$ cat src/include/pdb_pkg.sv
// constants, types and register map of the divider and bypass config bank
`default_nettype none
package pdb_pkg;

   // serial frame layout: rw flag, 7-bit address, 8-bit data, msb first
   localparam int unsigned FRAME_BITS  = 16;
   localparam int unsigned HEADER_BITS = 8;
   localparam int unsigned CNT_W       = 5;
   localparam int unsigned ADDR_W      = 7;
   localparam int unsigned DATA_W      = 8;
   localparam int unsigned RW_POS      = 7;

   localparam logic [CNT_W-1:0] CNT_HEADER = 5'h08;
   localparam logic [CNT_W-1:0] CNT_FRAME  = 5'h10;
   localparam logic [CNT_W-1:0] CNT_LAST_H = 5'h07;
   localparam logic [CNT_W-1:0] CNT_LAST_F = 5'h0f;

   // register addresses
   localparam logic [ADDR_W-1:0] ADDR_FEEDBACK_EXT  = 7'h03;
   localparam logic [ADDR_W-1:0] ADDR_LOOP_BYPASS   = 7'h0a;
   localparam logic [ADDR_W-1:0] ADDR_POLARITY_PUMP = 7'h10;
   localparam logic [ADDR_W-1:0] ADDR_OSC_OFFSET    = 7'h11;
   localparam logic [ADDR_W-1:0] ADDR_OSC_AMP_PUMP  = 7'h12;
   localparam logic [ADDR_W-1:0] ADDR_PRESCALE_LO   = 7'h20;
   localparam logic [ADDR_W-1:0] ADDR_PRESCALE_HI   = 7'h21;
   localparam logic [ADDR_W-1:0] ADDR_SECOND_STAGE  = 7'h22;

   // writable bit masks; other bits are reserved and read as zero
   localparam logic [DATA_W-1:0] MASK_FEEDBACK_EXT  = 8'h81;
   localparam logic [DATA_W-1:0] MASK_LOOP_BYPASS   = 8'h01;
   localparam logic [DATA_W-1:0] MASK_POLARITY_PUMP = 8'hdf;
   localparam logic [DATA_W-1:0] MASK_OSC_OFFSET    = 8'hff;
   localparam logic [DATA_W-1:0] MASK_OSC_AMP_PUMP  = 8'h7f;
   localparam logic [DATA_W-1:0] MASK_PRESCALE_HI   = 8'h01;
   localparam logic [DATA_W-1:0] MASK_SECOND_STAGE  = 8'hff;

   // reset values
   localparam logic [DATA_W-1:0] RST_FEEDBACK_EXT  = 8'h00;
   localparam logic [DATA_W-1:0] RST_LOOP_BYPASS   = 8'h00;
   localparam logic [DATA_W-1:0] RST_POLARITY_PUMP = 8'h58;
   localparam logic [DATA_W-1:0] RST_OSC_OFFSET    = 8'h00;
   localparam logic [DATA_W-1:0] RST_OSC_AMP_PUMP  = 8'h00;
   localparam logic [8:0]        RST_PRESCALE      = 9'h018;
   localparam logic [8:0]        PRESCALE_MIN      = 9'h008;
   localparam logic [DATA_W-1:0] RST_SECOND_STAGE  = 8'h00;
   localparam logic [5:0]        PREDIV_BYPASS     = 6'h00;

   // field positions
   localparam int unsigned FEEDBACK_EXT_POS  = 0;
   localparam int unsigned FEEDBACK_B8_POS   = 7;
   localparam int unsigned LOOP_BYPASS_POS   = 0;
   localparam int unsigned POLARITY_POS      = 7;
   localparam int unsigned FORCE_MID_POS     = 6;
   localparam int unsigned PRESCALE_HI_POS   = 0;
   localparam int unsigned DOUBLER_POS       = 6;
   localparam int unsigned OSC_CHOICE_POS    = 7;
   localparam int unsigned OSC_POWER_POS     = 7;
   localparam int unsigned OSC_FORMAT_POS    = 6;
   localparam int unsigned OFFSET_EN_POS     = 5;
   localparam int unsigned AMP_LSB           = 5;
   localparam int unsigned AMP_MSB           = 6;
   localparam int unsigned PUMP_LSB          = 0;
   localparam int unsigned PUMP_MSB          = 4;
   localparam int unsigned PREDIV_LSB        = 0;
   localparam int unsigned PREDIV_MSB        = 5;

   typedef struct packed {
      logic              valid;
      logic [ADDR_W-1:0] addr;
      logic [DATA_W-1:0] data;
   } pdb_wr_t;

   typedef struct packed {
      logic [8:0] prescale_ratio;
      logic [5:0] reference_prediv;
      logic       prediv_bypassed;
      logic       doubler_select;
      logic       oscillator_choice;
      logic       feedback_extension;
      logic       feedback_div_b_msb;
      logic       jitter_loop_bypass;
      logic       tuning_polarity;
      logic       force_mid_tuning;
      logic [4:0] first_loop_pump_current;
      logic       osc_output_power;
      logic       osc_output_format;
      logic       phase_offset_enable;
      logic [4:0] phase_offset;
      logic [1:0] osc_output_amplitude;
      logic [4:0] second_loop_pump_current;
   } pdb_cfg_t;

endpackage : pdb_pkg
`default_nettype wire

$ cat src/logic/pdb_spi_port.sv
// three-wire serial configuration port, oversampled on the system clock
`default_nettype none
module pdb_spi_port
(
   input  wire logic                        clk_sys,
   input  wire logic                        rst,
   input  wire logic                        spi_sclk,
   input  wire logic                        spi_cs_n,
   input  wire logic                        spi_sdio_i,
   output logic                             spi_sdio_o,
   output logic                             spi_sdio_oe_n,
   output logic [pdb_pkg::ADDR_W-1:0]       rd_addr,
   input  wire logic [pdb_pkg::DATA_W-1:0]  rd_data,
   output pdb_pkg::pdb_wr_t                 wr
);

   logic [2:0]                    sclk_s_r;
   logic [1:0]                    cs_s_r;
   logic [1:0]                    sdi_s_r;
   logic [pdb_pkg::CNT_W-1:0]     cnt_r;
   logic [pdb_pkg::DATA_W-1:0]    shin_r;
   logic [pdb_pkg::DATA_W-1:0]    shout_r;
   logic [pdb_pkg::ADDR_W-1:0]    addr_r;
   logic                          read_r;
   logic                          load_r;
   logic                          sdo_r;
   logic                          oe_n_r;
   pdb_pkg::pdb_wr_t              wr_r;
   logic                          rise;
   logic                          fall;
   logic                          sel;
   logic [pdb_pkg::DATA_W-1:0]    shin_nxt;

   // first stage of each synchroniser feeds only the second
   always_ff @(posedge clk_sys or posedge rst)
      if (rst)
      begin
         sclk_s_r <= 3'h0;
         cs_s_r   <= 2'h3;
         sdi_s_r  <= 2'h0;
      end
      else
      begin
         sclk_s_r <= {sclk_s_r[1:0], spi_sclk};
         cs_s_r   <= {cs_s_r[0], spi_cs_n};
         sdi_s_r  <= {sdi_s_r[0], spi_sdio_i};
      end

   assign rise     = sclk_s_r[1] & ~sclk_s_r[2];
   assign fall     = ~sclk_s_r[1] & sclk_s_r[2];
   assign sel      = ~cs_s_r[1];
   assign shin_nxt = {shin_r[pdb_pkg::DATA_W-2:0], sdi_s_r[1]};

   always_ff @(posedge clk_sys or posedge rst)
      if (rst)
      begin
         cnt_r  <= '0;
         shin_r <= '0;
         addr_r <= '0;
         read_r <= 1'b0;
      end
      else if (!sel)
      begin
         cnt_r  <= '0;
         read_r <= 1'b0;
      end
      else if (rise && cnt_r != pdb_pkg::CNT_FRAME)
      begin
         cnt_r  <= cnt_r + 5'h01;
         shin_r <= shin_nxt;
         if (cnt_r == pdb_pkg::CNT_LAST_H)
         begin
            read_r <= shin_nxt[pdb_pkg::RW_POS];
            addr_r <= shin_nxt[pdb_pkg::ADDR_W-1:0];
         end
      end

   // one-cycle write strobe after the last data bit of a write frame
   always_ff @(posedge clk_sys or posedge rst)
      if (rst)
         wr_r <= '0;
      else
      begin
         wr_r.valid <= sel && rise && !read_r &&
                       cnt_r == pdb_pkg::CNT_LAST_F;
         wr_r.addr  <= addr_r;
         wr_r.data  <= shin_nxt;
      end

   // read data is captured once the header is in; sclk must stay high
   // for at least two system clocks so it is ready for the next fall
   always_ff @(posedge clk_sys or posedge rst)
      if (rst)
      begin
         load_r  <= 1'b0;
         shout_r <= '0;
         sdo_r   <= 1'b0;
         oe_n_r  <= 1'b1;
      end
      else
      begin
         load_r <= sel && rise && cnt_r == pdb_pkg::CNT_LAST_H;
         if (!sel)
            oe_n_r <= 1'b1;
         else if (load_r)
            shout_r <= rd_data;
         else if (fall && read_r && cnt_r >= pdb_pkg::CNT_HEADER &&
                  cnt_r < pdb_pkg::CNT_FRAME)
         begin
            sdo_r   <= shout_r[pdb_pkg::DATA_W-1];
            shout_r <= {shout_r[pdb_pkg::DATA_W-2:0], 1'b0};
            oe_n_r  <= 1'b0;
         end
      end

   assign rd_addr       = addr_r;
   assign wr            = wr_r;
   assign spi_sdio_o    = sdo_r;
   assign spi_sdio_oe_n = oe_n_r;

endmodule : pdb_spi_port
`default_nettype wire

$ cat src/logic/pdb_config_bank.sv
// divider and bypass configuration register bank behind the serial port
//
// Notes on behaviour
// - prescale ratio is 9-bit binary, writes below 8 refused, resets to 24
// - reference pre-divider is 6-bit binary 1..63, zero means bypass, resets 0
// - doubler select 0 divides the bypass mux output, 1 doubles it; resets 0
// - while doubler select is 1 the pre-divider setting has no effect
// - oscillator choice resets to 0; 1 is reserved and never taken
// - feedback extension 0 uses divider a alone, 1 uses a times b
// - jitter loop bypass 0 keeps first loop running, 1 bypasses it
// - tuning polarity resets to 0, positive oscillator tuning slope
// - tuning polarity 1 selects negative oscillator tuning slope
// - force mid tuning resets to 1; software clears it to let loop lock
`default_nettype none
module pdb_config_bank
(
   input  wire logic       clk_sys,
   input  wire logic       rst,
   input  wire logic       spi_sclk,
   input  wire logic       spi_cs_n,
   input  wire logic       spi_sdio_i,
   output logic            spi_sdio_o,
   output logic            spi_sdio_oe_n,
   output pdb_pkg::pdb_cfg_t cfg
);

   pdb_pkg::pdb_wr_t              wr;
   logic [pdb_pkg::ADDR_W-1:0]    rd_addr;
   logic [pdb_pkg::DATA_W-1:0]    rd_data;

   logic [pdb_pkg::DATA_W-1:0]    feedback_ext_r;
   logic [pdb_pkg::DATA_W-1:0]    loop_bypass_r;
   logic [pdb_pkg::DATA_W-1:0]    polarity_pump_r;
   logic [pdb_pkg::DATA_W-1:0]    osc_offset_r;
   logic [pdb_pkg::DATA_W-1:0]    osc_amp_pump_r;
   logic [8:0]                    prescale_r;
   logic [pdb_pkg::DATA_W-1:0]    second_stage_r;
   logic [8:0]                    prescale_nxt;
   logic [pdb_pkg::DATA_W-1:0]    second_stage_nxt;
   pdb_pkg::pdb_cfg_t             cfg_r;
   pdb_pkg::pdb_cfg_t             cfg_nxt;

   function automatic logic hit
   (
      input pdb_pkg::pdb_wr_t          w,
      input logic [pdb_pkg::ADDR_W-1:0] a
   );
      hit = w.valid && w.addr == a;
   endfunction : hit

   function automatic logic [pdb_pkg::DATA_W-1:0] masked
   (
      input logic [pdb_pkg::DATA_W-1:0] d,
      input logic [pdb_pkg::DATA_W-1:0] m
   );
      masked = d & m;
   endfunction : masked

   function automatic logic ratio_ok
   (
      input logic [8:0] r
   );
      ratio_ok = r >= pdb_pkg::PRESCALE_MIN;
   endfunction : ratio_ok

   pdb_spi_port u_port
   (
      .clk_sys       (clk_sys),
      .rst           (rst),
      .spi_sclk      (spi_sclk),
      .spi_cs_n      (spi_cs_n),
      .spi_sdio_i    (spi_sdio_i),
      .spi_sdio_o    (spi_sdio_o),
      .spi_sdio_oe_n (spi_sdio_oe_n),
      .rd_addr       (rd_addr),
      .rd_data       (rd_data),
      .wr            (wr)
   );

   // first loop feedback and bypass controls
   always_ff @(posedge clk_sys or posedge rst)
      if (rst)
      begin
         feedback_ext_r <= pdb_pkg::RST_FEEDBACK_EXT;
         loop_bypass_r  <= pdb_pkg::RST_LOOP_BYPASS;
      end
      else
      begin
         if (hit(wr, pdb_pkg::ADDR_FEEDBACK_EXT))
            feedback_ext_r <= masked(wr.data,
                                     pdb_pkg::MASK_FEEDBACK_EXT);
         if (hit(wr, pdb_pkg::ADDR_LOOP_BYPASS))
            loop_bypass_r <= masked(wr.data,
                                    pdb_pkg::MASK_LOOP_BYPASS);
      end

   // polarity, forced mid tuning, oscillator output and pump currents
   always_ff @(posedge clk_sys or posedge rst)
      if (rst)
      begin
         polarity_pump_r <= pdb_pkg::RST_POLARITY_PUMP;
         osc_offset_r    <= pdb_pkg::RST_OSC_OFFSET;
         osc_amp_pump_r  <= pdb_pkg::RST_OSC_AMP_PUMP;
      end
      else
      begin
         if (hit(wr, pdb_pkg::ADDR_POLARITY_PUMP))
            polarity_pump_r <= masked(wr.data,
                                      pdb_pkg::MASK_POLARITY_PUMP);
         if (hit(wr, pdb_pkg::ADDR_OSC_OFFSET))
            osc_offset_r <= masked(wr.data, pdb_pkg::MASK_OSC_OFFSET);
         if (hit(wr, pdb_pkg::ADDR_OSC_AMP_PUMP))
            osc_amp_pump_r <= masked(wr.data,
                                     pdb_pkg::MASK_OSC_AMP_PUMP);
      end

   // the ratio spans two addresses; each half is checked against the
   // other stored half, so software writes the high half first
   always_comb
   begin
      prescale_nxt = prescale_r;
      if (hit(wr, pdb_pkg::ADDR_PRESCALE_LO))
         prescale_nxt = {prescale_r[8], wr.data};
      else if (hit(wr, pdb_pkg::ADDR_PRESCALE_HI))
         prescale_nxt = {wr.data[pdb_pkg::PRESCALE_HI_POS],
                         prescale_r[7:0]};
   end

   always_ff @(posedge clk_sys or posedge rst)
      if (rst)
         prescale_r <= pdb_pkg::RST_PRESCALE;
      else if (ratio_ok(prescale_nxt))
         prescale_r <= prescale_nxt;

   // oscillator choice 1 is reserved, so that bit is never stored
   always_comb
   begin
      second_stage_nxt = masked(wr.data, pdb_pkg::MASK_SECOND_STAGE);
      second_stage_nxt[pdb_pkg::OSC_CHOICE_POS] = 1'b0;
   end

   always_ff @(posedge clk_sys or posedge rst)
      if (rst)
         second_stage_r <= pdb_pkg::RST_SECOND_STAGE;
      else if (hit(wr, pdb_pkg::ADDR_SECOND_STAGE))
         second_stage_r <= second_stage_nxt;

   // read mux; unmapped addresses and reserved bits read as zero
   always_comb
   begin
      case (rd_addr)
         pdb_pkg::ADDR_FEEDBACK_EXT:
            rd_data = feedback_ext_r;
         pdb_pkg::ADDR_LOOP_BYPASS:
            rd_data = loop_bypass_r;
         pdb_pkg::ADDR_POLARITY_PUMP:
            rd_data = polarity_pump_r;
         pdb_pkg::ADDR_OSC_OFFSET:
            rd_data = osc_offset_r;
         pdb_pkg::ADDR_OSC_AMP_PUMP:
            rd_data = osc_amp_pump_r;
         pdb_pkg::ADDR_PRESCALE_LO:
            rd_data = prescale_r[7:0];
         pdb_pkg::ADDR_PRESCALE_HI:
            rd_data = {7'h00, prescale_r[8]};
         pdb_pkg::ADDR_SECOND_STAGE:
            rd_data = second_stage_r;
         default:
            rd_data = 8'h00;
      endcase
   end

   // settings presented to the analog side
   always_comb
   begin
      cfg_nxt = '0;
      cfg_nxt.prescale_ratio = prescale_r;
      cfg_nxt.doubler_select =
         second_stage_r[pdb_pkg::DOUBLER_POS];
      // with the doubler chosen the pre-divider is not in the path
      if (cfg_nxt.doubler_select)
      begin
         cfg_nxt.reference_prediv = pdb_pkg::PREDIV_BYPASS;
         cfg_nxt.prediv_bypassed  = 1'b1;
      end
      else
      begin
         cfg_nxt.reference_prediv =
            second_stage_r[pdb_pkg::PREDIV_MSB:pdb_pkg::PREDIV_LSB];
         cfg_nxt.prediv_bypassed =
            cfg_nxt.reference_prediv == pdb_pkg::PREDIV_BYPASS;
      end
      cfg_nxt.oscillator_choice =
         second_stage_r[pdb_pkg::OSC_CHOICE_POS];
      cfg_nxt.feedback_extension =
         feedback_ext_r[pdb_pkg::FEEDBACK_EXT_POS];
      cfg_nxt.feedback_div_b_msb =
         feedback_ext_r[pdb_pkg::FEEDBACK_B8_POS];
      cfg_nxt.jitter_loop_bypass =
         loop_bypass_r[pdb_pkg::LOOP_BYPASS_POS];
      cfg_nxt.tuning_polarity =
         polarity_pump_r[pdb_pkg::POLARITY_POS];
      cfg_nxt.force_mid_tuning =
         polarity_pump_r[pdb_pkg::FORCE_MID_POS];
      cfg_nxt.first_loop_pump_current =
         polarity_pump_r[pdb_pkg::PUMP_MSB:pdb_pkg::PUMP_LSB];
      cfg_nxt.osc_output_power =
         osc_offset_r[pdb_pkg::OSC_POWER_POS];
      cfg_nxt.osc_output_format =
         osc_offset_r[pdb_pkg::OSC_FORMAT_POS];
      cfg_nxt.phase_offset_enable =
         osc_offset_r[pdb_pkg::OFFSET_EN_POS];
      cfg_nxt.phase_offset =
         osc_offset_r[pdb_pkg::PUMP_MSB:pdb_pkg::PUMP_LSB];
      cfg_nxt.osc_output_amplitude =
         osc_amp_pump_r[pdb_pkg::AMP_MSB:pdb_pkg::AMP_LSB];
      cfg_nxt.second_loop_pump_current =
         osc_amp_pump_r[pdb_pkg::PUMP_MSB:pdb_pkg::PUMP_LSB];
   end

   // registered copy keeps the analog controls glitch free
   always_ff @(posedge clk_sys or posedge rst)
      if (rst)
      begin
         cfg_r                         <= '0;
         cfg_r.prescale_ratio          <= pdb_pkg::RST_PRESCALE;
         cfg_r.prediv_bypassed         <= 1'b1;
         cfg_r.force_mid_tuning        <= 1'b1;
         cfg_r.first_loop_pump_current <=
            pdb_pkg::RST_POLARITY_PUMP[pdb_pkg::PUMP_MSB:pdb_pkg::PUMP_LSB];
      end
      else
         cfg_r <= cfg_nxt;

   assign cfg = cfg_r;

endmodule : pdb_config_bank
`default_nettype wire

$ cat config.mk
export PLATFORM = sky130hd
export DESIGN_NAME = pdb_config_bank
export DESIGN_NICKNAME = d
export VERILOG_FILES = /design/src/include/pdb_pkg.sv /design/src/logic/pdb_spi_port.sv /design/src/logic/pdb_config_bank.sv
export SDC_FILE = /design/constraint.sdc
export NUM_CORES = 1
export LEC_CHECK = 0
export ABC_AREA = 1
export BUFFER_PORTS_ARGS = -buffer_cell sky130_fd_sc_hd__buf_2
export CORE_AREA = 2 2 102 104
export DETAILED_ROUTE_END_ITERATION = 6
export DIE_AREA = 0 0 104 106
export GPL_ROUTABILITY_DRIVEN = 0
export HOLD_SLACK_MARGIN = 0.1
export PLACE_DENSITY = 0.73
export SKIP_LAST_GASP = 1
export SLEW_MARGIN = 20
export SYNTH_ARGS = -nofsm -noshare
export SYNTH_HDL_FRONTEND = slang
export SYNTH_SLANG_ARGS = --single-unit
export TNS_END_PERCENT = 100
$ cat constraint.sdc
create_clock -name clk_sys -period 8.86 [get_ports clk_sys]
set_input_delay 1.329 -clock clk_sys [delete_from_list [all_inputs] [get_ports clk_sys]]
set_output_delay 1.329 -clock clk_sys [all_outputs]
set_load 0.05 [all_outputs]
# Word level (Yosys, flattened, before mapping)
# Index checks and enable logic that the tools add are counted.
dict set report word_totals {
  register_bits 137
  latchBits 0
  ramBits 0
  mem_bits_ro 0
  in_bits 5
  output_inout_bits 45
  mem_count 0
}
dict set report classes {
  addsub 1
  mul 0
  n_div 0
  magnitude_cmp 3
  n_eq_ne 20
  shift 0
  muxes 14
  bitwise_logic 6
  n_reduce_logical 28
}
# operator count
set op_table {}
lappend op_table {{one-hot mux 8 bit (8 select lines)} 1}
lappend op_table {{equality test 7 x 5 -> 1 bit (second input constant)} 6}
lappend op_table {{equality test 7 x 6 -> 1 bit (second input constant)} 6}
lappend op_table {{two-way mux 9 bit} 2}
lappend op_table {{logical AND 1 bit} 16}
lappend op_table {{two-way mux 8 bit} 2}
lappend op_table {{equality test 7 x 2 -> 1 bit (second input constant)} 2}
lappend op_table {{equality test 7 x 4 -> 1 bit (second input constant)} 2}
lappend op_table {{two-way mux 5 bit} 2}
lappend op_table {{>= comparator 9 x 4 -> 1 bit (second input constant)} 1}
lappend op_table {{AND reduction 2 bit} 4}
lappend op_table {{nonzero test 2 bit} 4}
lappend op_table {{two-way mux 7 bit} 1}
lappend op_table {{zero test 6 bit} 1}
lappend op_table {{two-way mux 1 bit} 6}
lappend op_table {{AND reduction 3 bit} 2}
lappend op_table {{adder 5 x 1 -> 5 bit (second input constant)} 1}
lappend op_table {{equality test 5 x 3 -> 1 bit (second input constant)} 1}
lappend op_table {{equality test 5 x 4 -> 1 bit (second input constant)} 1}
lappend op_table {{>= comparator 5 x 4 -> 1 bit (second input constant)} 1}
lappend op_table {{< comparator 5 bit (second input constant)} 1}
lappend op_table {{!= test 5 bit (second input constant)} 1}
lappend op_table {{inverter 1 bit} 4}
lappend op_table {{AND 1 bit} 2}
lappend op_table {{2 further kinds} 2}

# Depth between registers and ports, before layout
dict set report logic_depth {
  word_depth 8
  mapped_depth 12
  ltp_nobuf 11
}

# By module
# A second synthesis with hierarchy kept.
dict set report unflattened {
  hier_cells 569
  area_unflattened_um2 5494.0
}
# module instances cells_each area_each_um2 seq_area_each_um2
set modules_own_cells {}
lappend modules_own_cells {pdb_config_bank 1 360 3388.2 2090.8}
lappend modules_own_cells {pdb_spi_port 1 209 2105.8 1355.0}

# Least setup slack after synthesis
# No wires, ideal clock.
dict set report synth_timing {
  path_kind {register to output}
  start {reg u_port.oe_n_r (netlist: u_port.spi_sdio_oe_n)}
  end {out spi_sdio_oe_n}
  arrival_time_ps 662
  required_ps 7531
  slack_ps 6869
  path_stages_with_launch 1
  n_path_buf 0
  cell_sequence {dfstp_2}
}
# element line
set synth_rtl {}
lappend synth_rtl {{from (decl)} pdb_spi_port.sv:27} ;# logic oe_n_r;
lappend synth_rtl {{from (signal assigned)} pdb_spi_port.sv:98} ;# oe_n_r <= 1'b1;
lappend synth_rtl {{from (signal assigned)} pdb_spi_port.sv:104} ;# oe_n_r <= 1'b1;
lappend synth_rtl {{from (signal assigned)} pdb_spi_port.sv:112} ;# oe_n_r <= 1'b0;
lappend synth_rtl {{to (decl)} pdb_config_bank.sv:23} ;# output logic spi_sdio_oe_n,
# No word-level cell between the ends.

# Final worst setup path
dict set report layout_timing {
  start {reg u_port.oe_n_r (netlist: u_port.spi_sdio_oe_n)}
  end {out spi_sdio_oe_n}
}
# No word-level cell between the ends.

==> results.json <==
{
  "status": "complete, no violations",
  "worstHoldPathType": "register to register",
  "hp-start": "u_port.sclk_s_r[0]",
  "cts_tree": "done",
  "die_x_um": 104,
  "finalSetupViolCount": 0,
  "ctsHoldBuffers": 0,
  "crit_path_start": "u_port.spi_sdio_oe_n",
  "leakage_nw": 3.14,
  "grt_pass1_vias": 3783,
  "synth_top_cell_by_area": "dfrtp_1",
  "hold_viol": 0,
  "worstMarginPinSlew_ns": 1.15,
  "synth_cells": 532,
  "insertion_delay_ns": 0.53,
  "maxCapViolations": 0,
  "global_route.usage.met3_pct": 6.25,
  "path_class": "register to primary output",
  "grt_usage_pct": 21.3,
  "final-instance-count-excl-fill": 736,
  "crit_slowest_cell": "dfstp_2",
  "cts_root_buf": "clkbuf_8",
  "core_um2": 10000,
  "synthArstFlopShare_pct": 100,
  "drt-pass1-iter-count": 5,
  "slowest_delay_ns": 0.53,
  "crit_chain": "buf_2",
  "cts.sinks": 137,
  "port_buffers": 48,
  "die_area_um2": 11000,
  "grt-busiest-layer": "met2",
  "drc": 0,
  "antenna_found_initial": 0,
  "cts_buffers": 17,
  "grt_overflow": 0,
  "maxSlewViolCount": 0,
  "grt_first_pass_wirelength_mm": 18.0,
  "syn_area_per_cell_um2": 9.99,
  "routed_wl_mm": 11.0,
  "antenna_cells": 0,
  "path_max_fanout": 2,
  "vias_per_cell": 5.33,
  "start_util_pct": 53.1,
  "ant_nets": 0,
  "ir_drop_v": 0.000131,
  "finalCritPeriodShare_pct": 29.8,
  "cpLargestDelayFamily": "flip-flops",
  "ctsResizeCount": 0,
  "finClkSkew_ns": 0.00546,
  "wire_per_inst_um": 15.0,
  "fin_crit_ns": 2.64,
  "arrival_ns": 1.31,
  "max_freq_mhz": 379,
  "die_y_um": 106,
  "nNetsFinal": 595,
  "rsz0062_at_grt": "no",
  "yosysTopAreaCellShare_pct": 57.9,
  "final_layout_size_suffix_gt1_share_pct": 19.8,
  "path_buf_inv": 1,
  "synth_common_cells": "dfrtp_1 (123), nand2_1 (119), nand3_1 (70)",
  "fin_tns_setup_ns": 0,
  "dp.cells": 704,
  "placementRows": 37,
  "area_delta_synth_final_pct": 17.7,
  "grt_use_met1_pct": 25.5,
  "yosysWarnings": 0,
  "synth_flop_cell": "dfrtp_1",
  "synth_edf_count": 0,
  "ios": 50,
  "ys_ff_latch": 137,
  "ys_types": 29,
  "crit_path_start_kind": "register",
  "end_kind": "primary output",
  "clockBufferDepth": 2,
  "grt_max_degree": 75,
  "met2_usage_pct": 34.3,
  "required_ns": 7.53,
  "r2r_start": "u_port.rd_addr[2]",
  "htreeDepth": 4,
  "slew_headroom_pct": 23.0,
  "seq_area_frac_synth_pct": 64.9,
  "fill_cells": 829,
  "clk_pin_slew_ns": 0.06,
  "synth_area_um2": 5310,
  "synthesis.nets": 540,
  "cts_setup_buffers": 0,
  "power_density_nw_per_um2": 222,
  "synth_area_leaders": "dfrtp_1 (58%), nand2_1 (8.4%), dfstp_2 (6.9%)",
  "place_hpwl_mm": 7.46,
  "num_vias": 3922,
  "drt_iter0_drc": 249,
  "yosys.cell_count.top_type": "dfrtp_1"
}
[area by class of cell]
cell class / instances / area (um^2) / share of cell area [%]
sequential: 137 / 3450 / 55.1
multi-input combinational: 328 / 1600 / 25.5
clock buffer: 23 / 457 / 7.31
timing repair buffer: 50 / 255 / 4.08
inverter: 53 / 204 / 3.26
tap: 136 / 170 / 2.72
clock inverter: 9 / 123 / 1.96
[kinds of logic after synthesis]
logic type | Yosys count | synth area share, %
AOI/OAI and AO/OA | 77 | 7.82
buffers and inverters | 67 | 5.09
adders and majority gates | 3 | 0.707
and+or+nand+nor | 247 | 21.5
other | 1 | 0.0706
DFF | 137 | 64.9
[registers in the layout, indices dropped and copies added (netlist names), 3 cells and up]
register and flops:
cfg 42, u_port.wr 16, prescale_r 9, osc_offset_r 8, u_port.shout_r 8, osc_amp_pump_r 7
polarity_pump_r 7, second_stage_r 7, u_port.rd_addr 7, u_port.shin_r 7, u_port.cnt_r 5, u_port.sclk_s_r 3
[path summary, 6_finish.rpt]
| path | slack, ns | endpoint | cells past startpoint |
|---|---|---|---|
| max in group asynchronous | 6.71 | polarity_pump_r[2] | 3 |
| setup reg to reg | 6.76 | u_port.shout_r[2] | 7 |
| setup / recovery | 6.22 | spi_sdio_oe_n | 1 |
| min in group asynchronous | 0.87 | u_port.shin_r[3] | 2 |
| hold / removal | 0.35 | u_port.sclk_s_r[1] | 0 |
| hold reg to reg | 0.35 | u_port.sclk_s_r[1] | 0 |
[metal layers]
metal / routed length (um) / share of wire [%]
met5: 0 / 0
met1: 4570 / 41
met2: 5450 / 50
met3: 600 / 5.4
met4: 391 / 3.6
[stage by stage]
step	util (%)	cell area [um^2]	hold WS, ns	setup slack (ns)	power (mW)
floorplan	-	5310	0.331	3.89	0.688
global placement	56.7	5670	0.334	6.12	0.705
detailed placement	56.7	5670	0.339	6.08	0.707
CTS	62.5	6250	0.353	6.20	1.39
global route	62.5	6250	0.363	6.18	1.43
finish	62.5	6250	0.351	6.22	1.38
[cells in the final DEF, fill, tap and decap left out, types with 5 or more instances in the layout]
cell,Yosys,layout
dfrtp_1,123,123
nand2_1,119,119
nand3_1,70,70
o21ai_0,54,54
buf_2,6,48
inv_1,45,44
nor2_1,28,28
clkbuf_16,0,16
dfstp_2,14,14
nor3_1,8,8
a21oi_1,8,8
inv_2,8,8
nand2_2,7,7
o21ai_1,6,6
a21boi_0,5,5
clkinv_2,0,5
[report_power, final]
group	internal [mW]	switching (mW)	leakage, nW
clock	0.441	0.247	0.286
combinational	0.00639	0.0319	1.04
sequential	0.644	0.0143	1.82
total	1.09	0.294	3.14
(Power assumes the default switching activity.)
